<file path="config.mk">
export PLATFORM = sky130hd
export DESIGN_NAME = flash_guard
export DESIGN_NICKNAME = d
export VERILOG_FILES = /design/src/rtl/flash_guard_pkg.sv /design/src/rtl/flash_guard.sv /design/src/rtl/fault_flag_bank.sv /design/src/rtl/prot_range_check.sv
export VERILOG_INCLUDE_DIRS = /design/src /design/src/rtl
export SDC_FILE = /design/constraint.sdc
export NUM_CORES = 1
export LEC_CHECK = 0
export ABC_AREA = 1
export BUFFER_PORTS_ARGS = -buffer_cell sky130_fd_sc_hd__buf_2
export CAP_MARGIN = 5
export CORE_MARGIN = 4
export CORE_UTILIZATION = 39
export CTS_CLUSTER_SIZE = 30
export DETAILED_ROUTE_END_ITERATION = 16
export PLACE_DENSITY_LB_ADDON = 0.3
export SETUP_SLACK_MARGIN = 0.02
export SYNTH_ARGS = -nofsm -noshare
export SYNTH_HDL_FRONTEND = slang
export SYNTH_SLANG_ARGS = --single-unit
export TNS_END_PERCENT = 20
</file>
<file path="constraint.sdc">
create_clock -name core_clk -period 1.8 [get_ports core_clk]
set_input_delay 0.36 -clock core_clk [delete_from_list [all_inputs] [get_ports core_clk]]
set_output_delay 0.36 -clock core_clk [all_outputs]
set_load 0.005 [all_outputs]
</file>
<file path="src/rtl/flash_guard_consts.svh">
// Register indices, field positions, reset values and sizes of the flash guard
`ifndef FLASH_GUARD_CONSTS_SVH
`define FLASH_GUARD_CONSTS_SVH

// ==========================================================================
// Register indices (byte address is four times the index)
`define FLT_IDX        16'h3027
`define PROT_IDX       16'h3028
`define CFG_IDX        16'h3030
`define CST_IDX        16'h3031
`define IST_IDX        16'h3032
`define IMSK_IDX       16'h3033
`define FLT_ADDR       (`FLT_IDX * 16'h0004)
`define PROT_ADDR      (`PROT_IDX * 16'h0004)
`define CFG_ADDR       (`CFG_IDX * 16'h0004)
`define CST_ADDR       (`CST_IDX * 16'h0004)
`define IST_ADDR       (`IST_IDX * 16'h0004)
`define IMSK_ADDR      (`IMSK_IDX * 16'h0004)

// ==========================================================================
// Field positions
`define FLT_SGL_BIT    0
`define FLT_DBL_BIT    1
`define PROT_OPEN_BIT  7
`define PROT_RSV_BIT   6
`define PROT_HDIS_BIT  5
`define PROT_HS_HI     4
`define PROT_HS_LO     3
`define CFG_IGN_BIT    0
`define CST_VIOL_BIT   4
`define IRQ_SGL_BIT    0
`define IRQ_DBL_BIT    1
`define IRQ_VIOL_BIT   2

// ==========================================================================
// Reset values and sizes
`define PROT_RST_OPEN  1'b1
`define PROT_RST_HDIS  1'b1
`define PROT_RST_HS    2'h0
`define HIGH_MIN_SIZE  17'h00800
`define FLASH_TOP_P1   17'h10000

`endif

</file>
<file path="src/rtl/flash_guard_pkg.sv">
// Types shared by the flash guard modules
package flash_guard_pkg;

	// Kind of a program or erase request from the command sequencer
	typedef enum logic [1:0] {
		CMD_PROGRAM,
		CMD_SECTOR_ERASE,
		CMD_BLOCK_ERASE,
		CMD_OTHER
	} cmd_kind_t;

	// Stored fields of the protection register
	typedef struct packed {
		logic       open;
		logic       hdis;
		logic [1:0] hsize;
	} prot_fields_t;

endpackage

</file>
<file path="src/rtl/flash_guard.sv">
// Flash fault status, sector protection and command guard with an APB slave
//
// Behaviour
// - Double fault or busy-block read sets double flag
// - Writing one clears double flag, zero ignored
// - Unless ignored, single fault or collision sets single
// - Writing one clears single flag, zero ignored
// - Parity fault is single or double, never both
// - Read colliding with command sets both flags; only double if ignored
// - Flags stored one cycle after read; software waits
// - Protection writes accepted only when region grows
// - Protection loaded from nonvolatile byte at reset
// - Protected program or erase refused, violation set
// - Block erase refused if any sector protected
// - Operation bit zero: ranges are unprotected holes
// - Operation bit one: ranges are protected
// - High disable bit five governs top-ending range
// - High size bits four-three written only while disabled
// - Protection bit six reads as one always
// - Violation flag blocks command launch and sequences
//
// Local design decision: the APB register port.
`timescale 1ns/1ps
`default_nettype none
`include "flash_guard_consts.svh"

module flash_guard (
	// Clock and reset
	input  wire logic                       core_clk,
	input  wire logic                       rst_n,
	// APB slave
	input  wire logic [15:0]                paddr,
	input  wire logic                       psel,
	input  wire logic                       penable,
	input  wire logic                       pwrite,
	input  wire logic [31:0]                pwdata,
	input  wire logic [3:0]                 pstrb,
	output var  logic [31:0]                prdata,
	output var  logic                       pready,
	output var  logic                       pslverr,
	// Nonvolatile protection byte from the reset sequence
	input  wire logic                       nv_load_valid,
	input  wire logic [7:0]                 nv_prot_byte,
	// Flash array read report
	input  wire logic                       rd_done,
	input  wire logic                       rd_ecc_single,
	input  wire logic                       rd_ecc_double,
	input  wire logic                       rd_busy_collide,
	// Program and erase requests
	input  wire logic                       cmd_req,
	input  wire flash_guard_pkg::cmd_kind_t cmd_kind,
	input  wire logic [15:0]                cmd_addr,
	output var  logic                       cmd_start,
	output var  logic                       cmd_refuse,
	output var  logic                       launch_blocked,
	// Interrupt
	output var  logic                       irq
);

	// ======================================================================
	// Declarations
	logic                          pready_q;
	logic [31:0]                   prdata_q;
	logic                          pslverr_q;
	logic                          wr_en;
	logic                          rd_fin;
	logic                          setup_acc;
	logic                          hit_flt;
	logic                          hit_prot;
	logic                          hit_cfg;
	logic                          hit_cst;
	logic                          hit_ist;
	logic                          hit_imsk;
	logic                          mapped;
	logic [31:0]                   rd_mux;
	logic                          ign_q;
	logic [2:0]                    imask_q;
	flash_guard_pkg::prot_fields_t prot_q;
	flash_guard_pkg::prot_fields_t cand;
	logic [7:0]                    prot_view;
	logic                          addr_protected;
	logic                          any_protected;
	logic                          cand_grows;
	logic [1:0]                    flt_set;
	logic [1:0]                    flt_clr;
	logic [1:0]                    flt_q;
	logic                          viol_q;
	logic                          viol_set;
	logic                          viol_clr;
	logic                          cmd_is_prot;
	logic [2:0]                    ist_set;
	logic [2:0]                    ist_clr;
	logic [2:0]                    ist_q;
	logic                          cmd_start_q;
	logic                          cmd_refuse_q;
	logic                          irq_q;

	// ======================================================================
	// APB decode
	assign setup_acc = psel && penable && !pready_q;
	assign wr_en     = psel && penable && pready_q && pwrite && pstrb[0];
	assign rd_fin    = psel && penable && pready_q && !pwrite;

	// Address decode, one aligned word per register
	always_comb
	begin
		{hit_flt, hit_prot, hit_cfg, hit_cst, hit_ist, hit_imsk} = 6'h00;
		if (paddr == `FLT_ADDR)
			hit_flt = 1'b1;
		else if (paddr == `PROT_ADDR)
			hit_prot = 1'b1;
		else if (paddr == `CFG_ADDR)
			hit_cfg = 1'b1;
		else if (paddr == `CST_ADDR)
			hit_cst = 1'b1;
		else if (paddr == `IST_ADDR)
			hit_ist = 1'b1;
		else if (paddr == `IMSK_ADDR)
			hit_imsk = 1'b1;
	end
	assign mapped = hit_flt || hit_prot || hit_cfg || hit_cst || hit_ist || hit_imsk;

	// Protection register view with fixed reserved bits
	assign prot_view = {prot_q.open, 1'b1, prot_q.hdis, prot_q.hsize, 3'h0};

	// Read data mux; unused upper bits read zero, reserved bits as fixed in each view
	always_comb
	begin
		rd_mux = 32'h00000000;
		if (hit_flt)
			rd_mux = {30'h00000000, flt_q};
		else if (hit_prot)
			rd_mux = {24'h000000, prot_view};
		else if (hit_cfg)
			rd_mux = {31'h00000000, ign_q};
		else if (hit_cst)
			rd_mux = {27'h0000000, viol_q, 4'h0};
		else if (hit_ist)
			rd_mux = {29'h00000000, ist_q};
		else if (hit_imsk)
			rd_mux = {29'h00000000, imask_q};
	end

	// One wait state: ready rises in the second access cycle
	always_ff @(posedge core_clk or negedge rst_n)
	begin
		if (!rst_n)
			pready_q <= 1'b0;
		else
			pready_q <= setup_acc;
	end

	// Read data and error captured in the first access cycle
	always_ff @(posedge core_clk or negedge rst_n)
	begin
		if (!rst_n)
		begin
			prdata_q  <= 32'h00000000;
			pslverr_q <= 1'b0;
		end
		else if (setup_acc)
		begin
			prdata_q  <= pwrite ? 32'h00000000 : rd_mux;
			pslverr_q <= !mapped;
		end
		else
			pslverr_q <= 1'b0;
	end

	assign prdata  = prdata_q;
	assign pready  = pready_q;
	assign pslverr = pslverr_q;

	// ======================================================================
	// Configuration and interrupt mask registers
	always_ff @(posedge core_clk or negedge rst_n)
	begin
		if (!rst_n)
		begin
			ign_q   <= 1'b0;
			imask_q <= 3'h0;
		end
		else if (wr_en && hit_cfg)
			ign_q <= pwdata[`CFG_IGN_BIT];
		else if (wr_en && hit_imsk)
			imask_q <= pwdata[2:0];
	end

	// ======================================================================
	// Fault status flags
	always_comb
	begin
		flt_set[`FLT_DBL_BIT] = rd_done && (rd_ecc_double || rd_busy_collide);
		flt_set[`FLT_SGL_BIT] = rd_done && !ign_q
			&& ((rd_ecc_single && !rd_ecc_double) || rd_busy_collide);
		flt_clr[`FLT_DBL_BIT] = wr_en && hit_flt && pwdata[`FLT_DBL_BIT];
		flt_clr[`FLT_SGL_BIT] = wr_en && hit_flt && pwdata[`FLT_SGL_BIT];
	end

	// Flags land at the edge after the read report
	fault_flag_bank #(
		.N(2)
	) u_flt (
		.core_clk (core_clk),
		.rst_n    (rst_n),
		.set_i    (flt_set),
		.clr_i    (flt_clr),
		.flags_q  (flt_q)
	);

	// ======================================================================
	// Protection register
	assign cand.open  = pwdata[`PROT_OPEN_BIT];
	assign cand.hdis  = pwdata[`PROT_HDIS_BIT];
	assign cand.hsize = prot_q.hdis ? pwdata[`PROT_HS_HI:`PROT_HS_LO] : prot_q.hsize;

	prot_range_check u_chk (
		.cur            (prot_q),
		.cand           (cand),
		.addr           (cmd_addr),
		.addr_protected (addr_protected),
		.any_protected  (any_protected),
		.cand_grows     (cand_grows)
	);

	// Reset sequence load, then only growing writes
	always_ff @(posedge core_clk or negedge rst_n)
	begin
		if (!rst_n)
		begin
			prot_q.open  <= `PROT_RST_OPEN;
			prot_q.hdis  <= `PROT_RST_HDIS;
			prot_q.hsize <= `PROT_RST_HS;
		end
		else if (nv_load_valid)
		begin
			prot_q.open  <= nv_prot_byte[`PROT_OPEN_BIT];
			prot_q.hdis  <= nv_prot_byte[`PROT_HDIS_BIT];
			prot_q.hsize <= nv_prot_byte[`PROT_HS_HI:`PROT_HS_LO];
		end
		else if (wr_en && hit_prot && cand_grows)
			prot_q <= cand;
	end

	// ======================================================================
	// Command guard
	assign cmd_is_prot = (cmd_kind == flash_guard_pkg::CMD_BLOCK_ERASE) ? any_protected
		: (cmd_kind != flash_guard_pkg::CMD_OTHER) && addr_protected;
	assign viol_set    = cmd_req && !viol_q && cmd_is_prot;
	assign viol_clr    = wr_en && hit_cst && pwdata[`CST_VIOL_BIT];

	// Violation flag, set wins over a same-cycle clear
	always_ff @(posedge core_clk or negedge rst_n)
	begin
		if (!rst_n)
			viol_q <= 1'b0;
		else if (viol_set)
			viol_q <= 1'b1;
		else if (viol_clr)
			viol_q <= 1'b0;
	end

	// Start or refuse pulse one cycle after the request
	always_ff @(posedge core_clk or negedge rst_n)
	begin
		if (!rst_n)
		begin
			cmd_start_q  <= 1'b0;
			cmd_refuse_q <= 1'b0;
		end
		else
		begin
			cmd_start_q  <= cmd_req && !viol_q && !cmd_is_prot;
			cmd_refuse_q <= cmd_req && (viol_q || cmd_is_prot);
		end
	end

	assign cmd_start      = cmd_start_q;
	assign cmd_refuse     = cmd_refuse_q;
	assign launch_blocked = viol_q;

	// ======================================================================
	// Interrupt status, cleared by reading it; only reported bits clear
	assign ist_set = {viol_set, flt_set[`FLT_DBL_BIT], flt_set[`FLT_SGL_BIT]};
	assign ist_clr = (rd_fin && hit_ist) ? prdata_q[2:0] : 3'h0;

	fault_flag_bank #(
		.N(3)
	) u_ist (
		.core_clk (core_clk),
		.rst_n    (rst_n),
		.set_i    (ist_set),
		.clr_i    (ist_clr),
		.flags_q  (ist_q)
	);

	// Level interrupt from unmasked status
	always_ff @(posedge core_clk or negedge rst_n)
	begin
		if (!rst_n)
			irq_q <= 1'b0;
		else
			irq_q <= |(ist_q & imask_q);
	end
	assign irq = irq_q;

	// ======================================================================
	// Assertions
	a_dbl_set:
	assert property (@(posedge core_clk) disable iff (!rst_n)
		rd_done && rd_ecc_double |=> flt_q[`FLT_DBL_BIT])
	else $error("double flag not set after double fault");
	a_dbl_clear:
	assert property (@(posedge core_clk) disable iff (!rst_n)
		wr_en && hit_flt && pwdata[1] && !flt_set[1] |=> !flt_q[1])
	else $error("double flag not cleared by writing one");
	a_sgl_set:
	assert property (@(posedge core_clk) disable iff (!rst_n)
		rd_done && !ign_q && rd_ecc_single && !rd_ecc_double |=> flt_q[0])
	else $error("single flag not set after corrected fault");
	a_sgl_keep:
	assert property (@(posedge core_clk) disable iff (!rst_n)
		wr_en && hit_flt && !pwdata[0] && flt_q[0] |=> flt_q[0])
	else $error("single flag lost on a zero write");
	a_parity_excl:
	assert property (@(posedge core_clk) disable iff (!rst_n)
		rd_done && rd_ecc_double && !rd_busy_collide && !flt_q[0] |=> !flt_q[0])
	else $error("double fault also raised single flag");
	a_collide_both:
	assert property (@(posedge core_clk) disable iff (!rst_n)
		rd_done && rd_busy_collide && !ign_q |=> flt_q == 2'h3)
	else $error("collision did not raise both flags");
	a_flag_cause:
	assert property (@(posedge core_clk) disable iff (!rst_n)
		$rose(flt_q[1]) |-> $past(rd_done))
	else $error("double flag rose without a read one cycle before");
	a_no_shrink:
	assert property (@(posedge core_clk) disable iff (!rst_n)
		wr_en && hit_prot && !cand_grows && !nv_load_valid |=> $stable(prot_q))
	else $error("protection shrank on a write");
	a_nv_load:
	assert property (@(posedge core_clk) disable iff (!rst_n)
		nv_load_valid |=> prot_q.open == $past(nv_prot_byte[7])
			&& prot_q.hsize == $past(nv_prot_byte[4:3]))
	else $error("protection not loaded from the nonvolatile byte");
	a_viol_set:
	assert property (@(posedge core_clk) disable iff (!rst_n)
		cmd_req && !viol_q && cmd_is_prot |=> viol_q && cmd_refuse && !cmd_start)
	else $error("protected request not refused");
	a_blk_erase:
	assert property (@(posedge core_clk) disable iff (!rst_n)
		cmd_req && cmd_kind == flash_guard_pkg::CMD_BLOCK_ERASE && any_protected
			|=> !cmd_start)
	else $error("block erase started over protected sector");
	a_launch_block:
	assert property (@(posedge core_clk) disable iff (!rst_n)
		cmd_req && viol_q |=> cmd_refuse && !cmd_start)
	else $error("command launched while violation flag set");
	a_rsvd_one:
	assert property (@(posedge core_clk) disable iff (!rst_n)
		setup_acc && !pwrite && hit_prot |=> prdata[6] && prdata[2:0] == 3'h0)
	else $error("protection reserved bits read wrong");

endmodule

`default_nettype wire

</file>
<file path="src/rtl/fault_flag_bank.sv">
// Bank of sticky flags, each set by an event and cleared by a strobe
`timescale 1ns/1ps
`default_nettype none

module fault_flag_bank #(
	parameter int N = 2
) (
	// Clock and reset
	input  wire logic         core_clk,
	input  wire logic         rst_n,
	// Set and clear strobes, one bit per flag
	input  wire logic [N-1:0] set_i,
	input  wire logic [N-1:0] clr_i,
	// Flag state
	output var  logic [N-1:0] flags_q
);

	// Refuse an empty bank
	if (N < 1)
	begin : g_bad
		$error("fault_flag_bank needs at least one flag");
	end

	// One flop per flag; an event in the clearing cycle wins
	for (genvar i = 0; i < N; i++)
	begin : g_flag
		always_ff @(posedge core_clk or negedge rst_n)
		begin
			if (!rst_n)
				flags_q[i] <= 1'b0;
			else if (set_i[i])
				flags_q[i] <= 1'b1;
			else if (clr_i[i])
				flags_q[i] <= 1'b0;
		end
	end

endmodule

`default_nettype wire

</file>
<file path="src/rtl/prot_range_check.sv">
// Decodes protection fields into address checks and growth checks
`timescale 1ns/1ps
`default_nettype none
`include "flash_guard_consts.svh"

module prot_range_check (
	// Current and candidate protection fields
	input  wire flash_guard_pkg::prot_fields_t cur,
	input  wire flash_guard_pkg::prot_fields_t cand,
	// Address of a program or erase request
	input  wire logic [15:0]                   addr,
	// Results
	output logic                               addr_protected,
	output logic                               any_protected,
	output logic                               cand_grows
);

	logic [16:0] high_base;
	logic        in_high;

	// High range ends at the top address and grows by powers of two
	assign high_base = `FLASH_TOP_P1 - (`HIGH_MIN_SIZE << cur.hsize);
	assign in_high   = !cur.hdis && ({1'b0, addr} >= high_base);

	// Open set: the range is protected; clear: the range is the only hole
	always_comb
	begin
		if (cur.open)
		begin
			addr_protected = in_high;
			any_protected  = !cur.hdis;
		end
		else
		begin
			addr_protected = !in_high;
			any_protected  = 1'b1;
		end
	end

	// Candidate protected set must contain the current protected set
	always_comb
	begin
		if (cur.open && cand.open)
			cand_grows = cur.hdis || (!cand.hdis && (cand.hsize >= cur.hsize));
		else if (!cur.open && !cand.open)
			cand_grows = cand.hdis || (!cur.hdis && (cand.hsize <= cur.hsize));
		else if (cur.open)
			cand_grows = cur.hdis || cand.hdis;
		else
			cand_grows = 1'b0;
	end

endmodule

`default_nettype wire

</file>
==> results of run 1 <==
-- final timing paths --
check	start	to	slack [ns]	depth (start not counted)
max	prot_q[0]	launch_blocked	-0.1	16
min	rst_n	irq	0.09	1
max reg2reg	prot_q[0]	launch_blocked	-0.1	16
min reg2reg	prdata[3]	prdata[3]	0.50	2
max in group asynchronous	rst_n	prdata[0]	1.32	1
min in group core_clk	cmd_req	cmd_refuse	0.29	3
-- per-layer routing --
| metal | up-vias | track usage [%] | share of wire [%] |
|---|---|---|---|
| met3 | 8 | 2.02 | 7.4 |
| met1 | 826 | 18.4 | 45 |
| met5 | - | 0 | 0 |
| li1 | 945 | - | - |
| met4 | 0 | 4.73 | 1.8 |
| met2 | 60 | 23.0 | 46 |
-- power by group through the flow --
| stage | Combinational [W] | Sequential, W | Clock (W) |
|---|---|---|---|
| after global routing | 0.000575 | 0.000676 | 0.000385 |
| after CTS | 0.000422 | 0.000669 | 0.000357 |
| after floorplan | 0.000254 | 0.000680 | 0 |
| after detailed placement | 0.000401 | 0.000680 | 0 |
| final | 0.000504 | 0.000670 | 0.000343 |
| after global placement | 0.000392 | 0.000680 | 0 |
-- registers in the layout (all words and copies together), names as in the netlist --
| name | cells |
|---|---|
| launch_blocked | 1 |
| prdata | 8 |
| pslverr | 1 |
| pready | 1 |
| u_ist.flags_q | 3 |
| prot_q | 4 |
| cmd_start | 1 |
| ign_q | 1 |
| cmd_refuse | 1 |
| irq | 1 |
| u_flt.flags_q | 2 |
| imask_q | 3 |
-- logic make-up after synthesis --
group / share of synthesized area [%]
other: 0.183
adder cells (fa/ha/maj): 4.90
AND/OR/NAND/NOR: 33.2
AO/OA/AOI/OAI: 9.42
multiplexers: 0.734
flip-flops: 33.2
buffers and inverters: 18.4
-- stage by stage --
| stage | hold WS (ns) | power [W] | utilization, % |
|---|---|---|---|
| after detailed placement | 0.414 | 0.00108 | 47.4 |
| final | 0.0862 | 0.00152 | 50.6 |
| after CTS | 0.111 | 0.00145 | 48.8 |
| after global placement | 0.401 | 0.00107 | 47.4 |
| after global routing | 0.130 | 0.00164 | 50.6 |
| after floorplan | 0.0644 | 0.000934 | - |
-- synthesized netlist by cell type, drive strengths merged --
master and instances:
nor3b 1, ha 8, nand3 19, clkinv 2, o31ai 1, conb 1, nand3b 1, buf 24
nand2 66, o211ai 4, nor2 16, dfrtp 25, inv 49, a21oi 5, nor3 7, mux2 1
nand4 11, o21ai 21, dfstp 2
-- final cells by class --
cell class	count	area, µm²
clock buffer	3	41.3
fill	515	2520
clock inverter	1	5.00
sequential	27	678
tap	70	87.6
timing repair buffer	73	400
multi-input combinational	186	1170
inverter	51	199
-- layout by cell type (no fill, tap or decap), drive strengths merged --
cell type / n
dfrtp: 25
o211ai: 4
nand2: 66
conb: 25
clkinv: 3
clkbuf: 3
nand4: 11
o31ai: 1
nand3b: 1
ha: 8
nor3: 7
o21ai: 21
buf: 73
inv: 49
a21oi: 5
nand3: 19
dfstp: 2
nor3b: 1
mux2: 1
nor2: 16
-- worst reg2reg max path, cell delays in order (launching register included) --
cell	delay, ns
dfrtp_1	0.40
buf_4	0.13
nand2_2	0.06
ha_4	0.27
inv_4	0.03
ha_4	0.25
o21ai_2	0.04
nand2_1	0.06
nand2_1	0.05
nand2_1	0.06
nand2_2	0.07
nand2_2	0.07
nand2_2	0.05
nand3_2	0.09
nand2_2	0.06
nand2_2	0.07
nand2_1	0.05
-- timing repair --
item                                    4_1_cts  5_1_grt
endpoints found under the setup margin        8        8
hold buffers                                  0        0
setup buffers                                 0        3
gates resized for setup                       8       18
pin swaps                                     7       13
==> impl_metrics.toml, run 1 <==
[placed_design]
dpl.hpwl_mm = 3.66
dpl_cell_area_um2 = 2420
io_buffers = 59
placed_cells = 404
gp_congestion = 0.859
pre_cts_ws_ns = -0.157

[drt]
routed_wl_mm = 4.44
drt_drc_violations_left = 0
wl_per_cell_um = 10.8
routed_via_density = 4.47
vias = 1839
antenna_left = 0
firstDrtPassIters = 4
drt_iter0_drc = 57

[critical_path]
required_ns = 1.97
worstPathArrival_ns = 2.07
critPathMaxFanout = 3
start_kind = "flip-flop"
critPathKind = "flip-flop to flip-flop"
cp-end-kind = "flip-flop"
cp_common_cell = "nand2_2"
crit_slowest_cell = "dfrtp_1"
worstPathBufferInverterCount = 2
path_delay_family = "simple AND/OR/NAND/NOR gates"
crit_chain = "buf_4 -> nand2_2 -> ha_4 -> inv_4 -> ha_4 -> o21ai_2 -> nand2_1 -> nand2_1 -> nand2_1 -> nand2_2 -> nand2_2 -> nand2_2 -> nand3_2 -> nand2_2 -> nand2_2 -> nand2_1"
max_stage_delay_ns = 0.40

[cells_and_area]
syn_to_final_growth_pct = 26.5
finalNetCount = 439
antenna_cells = 0
fin_area_um2 = 2590
drive_above_1_share_pct = 42.5
instances_no_fill = 411

[sta]
fin_crit_ns = 1.90
max_freq_ghz = 0.527
timing.final.crit_share_pct = 105
relSlewSlack_pct = 59.6
hold_viol = 0
setup_violations = 8
setup_tns_ns = -0.567
rsz0062_at_grt = "true"
finClkSkew_ns = 0.00274
worst_slack_ns = -0.0969
worst_slew_pin_slew_ns = 0.606
drv_slew = 0

[power_and_ir_drop]
ir_drop_v = 0.000289
p_int_w = 0.00102
power_leakage_nw = 1.46
powerDensity_nw_per_um2 = 587
combPwrFrac_pct = 33.2
p_sw_w = 0.000495
seqPwrFrac_pct = 44.2
p_clk_share_pct = 22.6
netSwitchingFraction_pct = 32.6

[floorplanning]
die-area_um2 = 6460
die_h_um = 80.4
ios = 127
core_um2 = 5110
die_x_um = 80.4
start_util_pct = 40.0
rows = 26

[outcome]
status = "finished with violations"
violations = "setup timing"

[synth]
yosys_warnings = 0
synth_top_area_share_pct = 30.6
yosys-top-cells-area = "dfrtp_1 31%, nand2_1 11%, buf_4 8.8%"
ys_types = 35
syn_area_um2 = 2040
syn-instance-count = 264
synth_largest_area_cell = "dfrtp_1"
ys_seq_area_share_pct = 33.2
syn_avg_cell_area_um2 = 7.74
synth_seq_cells = 27

[global_routing]
grt_pass1_wl_mm = 7.21
overflow = 0
antenna_found_initial = 0
grt_max_degree = 28
grt_usage_pct = 13.9
grt_pass1_vias = 1760

[clocking]
clk_path_buf_depth = 2
cts_root_buf = "clkbuf_8"
cts_htree_levels = 1
insertion_delay_ns = 0.27
cts_tree = "done"
cts.sinks = 27
cts_buffers = 3
path_clk_slew_ns = 0.09

[flow_run]
max-cap-violations = 0

[worst_hold_path]
worst_hold_path_type = "input pin to async pin"
Note: power is estimated with default switching activity, not from simulation.
==> run 2: changes to the inputs <==
--- a/config.mk
+++ b/config.mk
@@ -6,11 +6,11 @@
 export SDC_FILE = /design/constraint.sdc
 export NUM_CORES = 1
 export LEC_CHECK = 0
-export ABC_AREA = 1
+export ABC_AREA = 0
 export BUFFER_PORTS_ARGS = -buffer_cell sky130_fd_sc_hd__buf_2
 export CAP_MARGIN = 5
 export CORE_MARGIN = 4
-export CORE_UTILIZATION = 39
+export CORE_UTILIZATION = 38
 export CTS_CLUSTER_SIZE = 30
 export DETAILED_ROUTE_END_ITERATION = 16
 export PLACE_DENSITY_LB_ADDON = 0.3
@@ -18,4 +18,4 @@
 export SYNTH_ARGS = -nofsm -noshare
 export SYNTH_HDL_FRONTEND = slang
 export SYNTH_SLANG_ARGS = --single-unit
-export TNS_END_PERCENT = 20
+export TNS_END_PERCENT = 1
==> run 2 against run 1 <==
  * The run still ends with setup timing left
  * Synthesized cell count down 25%
  * Register-to-register slack got worse by 0.36 ns
  * Wire length rose by 5.6%
  * Critical endpoint is now prot_q[0]
  * Largest power group unchanged
==> impl_metrics.toml, run 2 <==
[critical_path]
worstPathArrival_ns = 2.42
critPathMaxFanout = 5
cp-end-kind = "flip-flop"
ff2ff_setup_slack_ns = -0.46
critPathKind = "flip-flop to flip-flop"
required_ns = 1.97
start_kind = "flip-flop"

[synth]
ys_types = 52
ys_seq_area_share_pct = 36.4
syn_avg_cell_area_um2 = 9.41
synth.most_common_cell = "dfrtp_1"
synth_largest_area_cell = "dfrtp_1"
syn_area_um2 = 1860
synth_top_area_share_pct = 33.6
synthFlopType = "dfrtp_1"
yosys_warnings = 0
async_flop_share_pct = 100
yosys-top-cells-area = "dfrtp_1 34%, buf_4 9.7%, ha_1 5.4%"
synth_edf_count = 0
synth.top_cells.by_count = "25 x dfrtp_1, 24 x buf_4, 10 x inv_1"
syn-instance-count = 198
synth_seq_cells = 27

[clocking]
cts_buffers = 3
cts.sinks = 27
cts_root_buf = "clkbuf_8"
cts_htree_levels = 1
insertion_delay_ns = 0.27
cts_hold_buf = 0
clk_path_buf_depth = 2
post_cts.repair.setup_buffers = 0
path_clk_slew_ns = 0.09
cts_tree = "done"

[power_and_ir_drop]
power_leakage_nw = 1.19
ir_drop_v = 0.000291
powerDensity_nw_per_um2 = 585

[global_routing]
grt_pass1_wl_mm = 7.28
grt_max_degree = 28
grt_pass1_vias = 1608
grt_usage_pct = 14.6
antenna_found_initial = 0
overflow = 0

[sta]
setup_violations = 8
rsz0062_at_grt = "true"
fin_crit_ns = 2.26
worst_slew_pin_slew_ns = 0.615
relSlewSlack_pct = 59.0
whs_ns = 0.0864
timing.final.crit_share_pct = 125
drv_slew = 0
max_freq_ghz = 0.443
worst_slack_ns = -0.456
hold_viol = 0
finClkSkew_ns = 0.00480

[cells_and_area]
drive_above_1_share_pct = 39.6
instances_no_fill = 347
antenna_cells = 0
finalNetCount = 378
final_common_cell = "buf_2"
layout_common_cells = "59 x buf_2, 25 x conb_1, 25 x dfrtp_1"
syn_to_final_growth_pct = 31.0
largest_register_ffs = 8

[drt]
firstDrtPassIters = 4
antenna_left = 0
drt_iter0_drc = 114
wl_met1_mm = 1.95
wl_per_cell_um = 13.5
top_layer = "met4"
drt_drc_violations_left = 0
routed_via_density = 5.05
vias = 1753
met2RoutedLength_mm = 2.34
met3_length_um = 347
routed_wl_mm = 4.70

[placed_design]
gp_congestion = 0.821
placed_cells = 343
io_buffers = 59
dpl.hpwl_mm = 3.76

[floorplanning]
die_h_um = 78.0
ios = 127
rows = 25
core_um2 = 4720
start_util_pct = 39.4
die_x_um = 78.0
die-area_um2 = 6090

[outcome]
violations = "setup timing"
status = "finished with violations"

[flow_run]
max-cap-violations = 0

[worst_hold_path]
worst_hold_path_type = "input pin to async pin"
[run 2: cell types whose count changed after synthesis, moves of 6 or more]
cell / change
inv_2: -10
nand3_1: -9
inv_1: -28
nor2b_1: +6
o21a_1: +6
mux2_2: +6
nand2_1: -53
[run 2: final timing paths]
check / from / to / depth (start not counted)
max: prot_q[2] / prot_q[0] / 7
min: rst_n / imask_q[1] / 1
max reg2reg: prot_q[2] / prot_q[0] / 7
min reg2reg: prdata[6] / prdata[6] / 1
max in group asynchronous: rst_n / prdata[3] / 1
min in group core_clk: nv_prot_byte[7] / prot_q[3] / 3
[run 2: through the flow]
stage	worst slack (ns)	setup TNS, ns	util (%)	total power (W)	area [µm²]
floorplan	-0.374	-2.48	-	0.000903	1980
global placement	-0.374	-2.83	49.4	0.00104	2330
detailed placement	-0.397	-3.03	49.4	0.00105	2330
CTS	-0.411	-2.78	50.6	0.00139	2390
global route	-0.579	-4.03	51.7	0.00151	2440
finish	-0.456	-2.97	51.7	0.00143	2440
[run 2: per-layer routing]
metal	global-route usage (%)	up-vias
met4	4.20	0
li1	-	843
met5	0	-
met3	1.38	6
met1	19.3	835
met2	25.3	69
[run 2: power by group]
part           internal (W)  switching, W  leakage, nW
Sequential         0.000636     0.0000254        0.334
Clock              0.000155      0.000191       0.0255
Combinational      0.000209      0.000212        0.835
Total               0.00100      0.000428         1.19
[run 2: repair_timing]
action | 4_1_cts | 5_1_grt
endpoints found under the setup margin | 8 | 8
hold endpoints to repair | 0 | 0
resized for setup | 3 | 8
pin swaps | 7 | 2
[run 2: kinds of logic after synthesis]
family | after synthesis | share of synthesized area, %
AND/OR/NAND/NOR | 64 | 21.3
AO/OA/AOI/OAI | 51 | 19.3
buffers and inverters | 39 | 12.8
flip-flops | 27 | 36.4
multiplexers | 8 | 4.70
adder cells (fa/ha/maj) | 8 | 5.37
other | 1 | 0.201
[run 2: cell type report]
class,count,area (µm²)
fillers,447,2280
multi-input cells,156,1120
flip-flops and latches,27,678
repair buffers,83,475
well taps,67,83.8
clock buffers,3,41.3
inverters,10,37.5
clock inverters,1,5.00
[run 2: critical path, stage by stage, from the launching register on]
cell and delay [ns]:
dfstp_2 0.59, mux2i_2 0.25, ha_1 0.28, nand2b_4 0.15, a211oi_4 0.31, o32ai_4 0.15
a31o_2 0.23, a31o_1 0.20
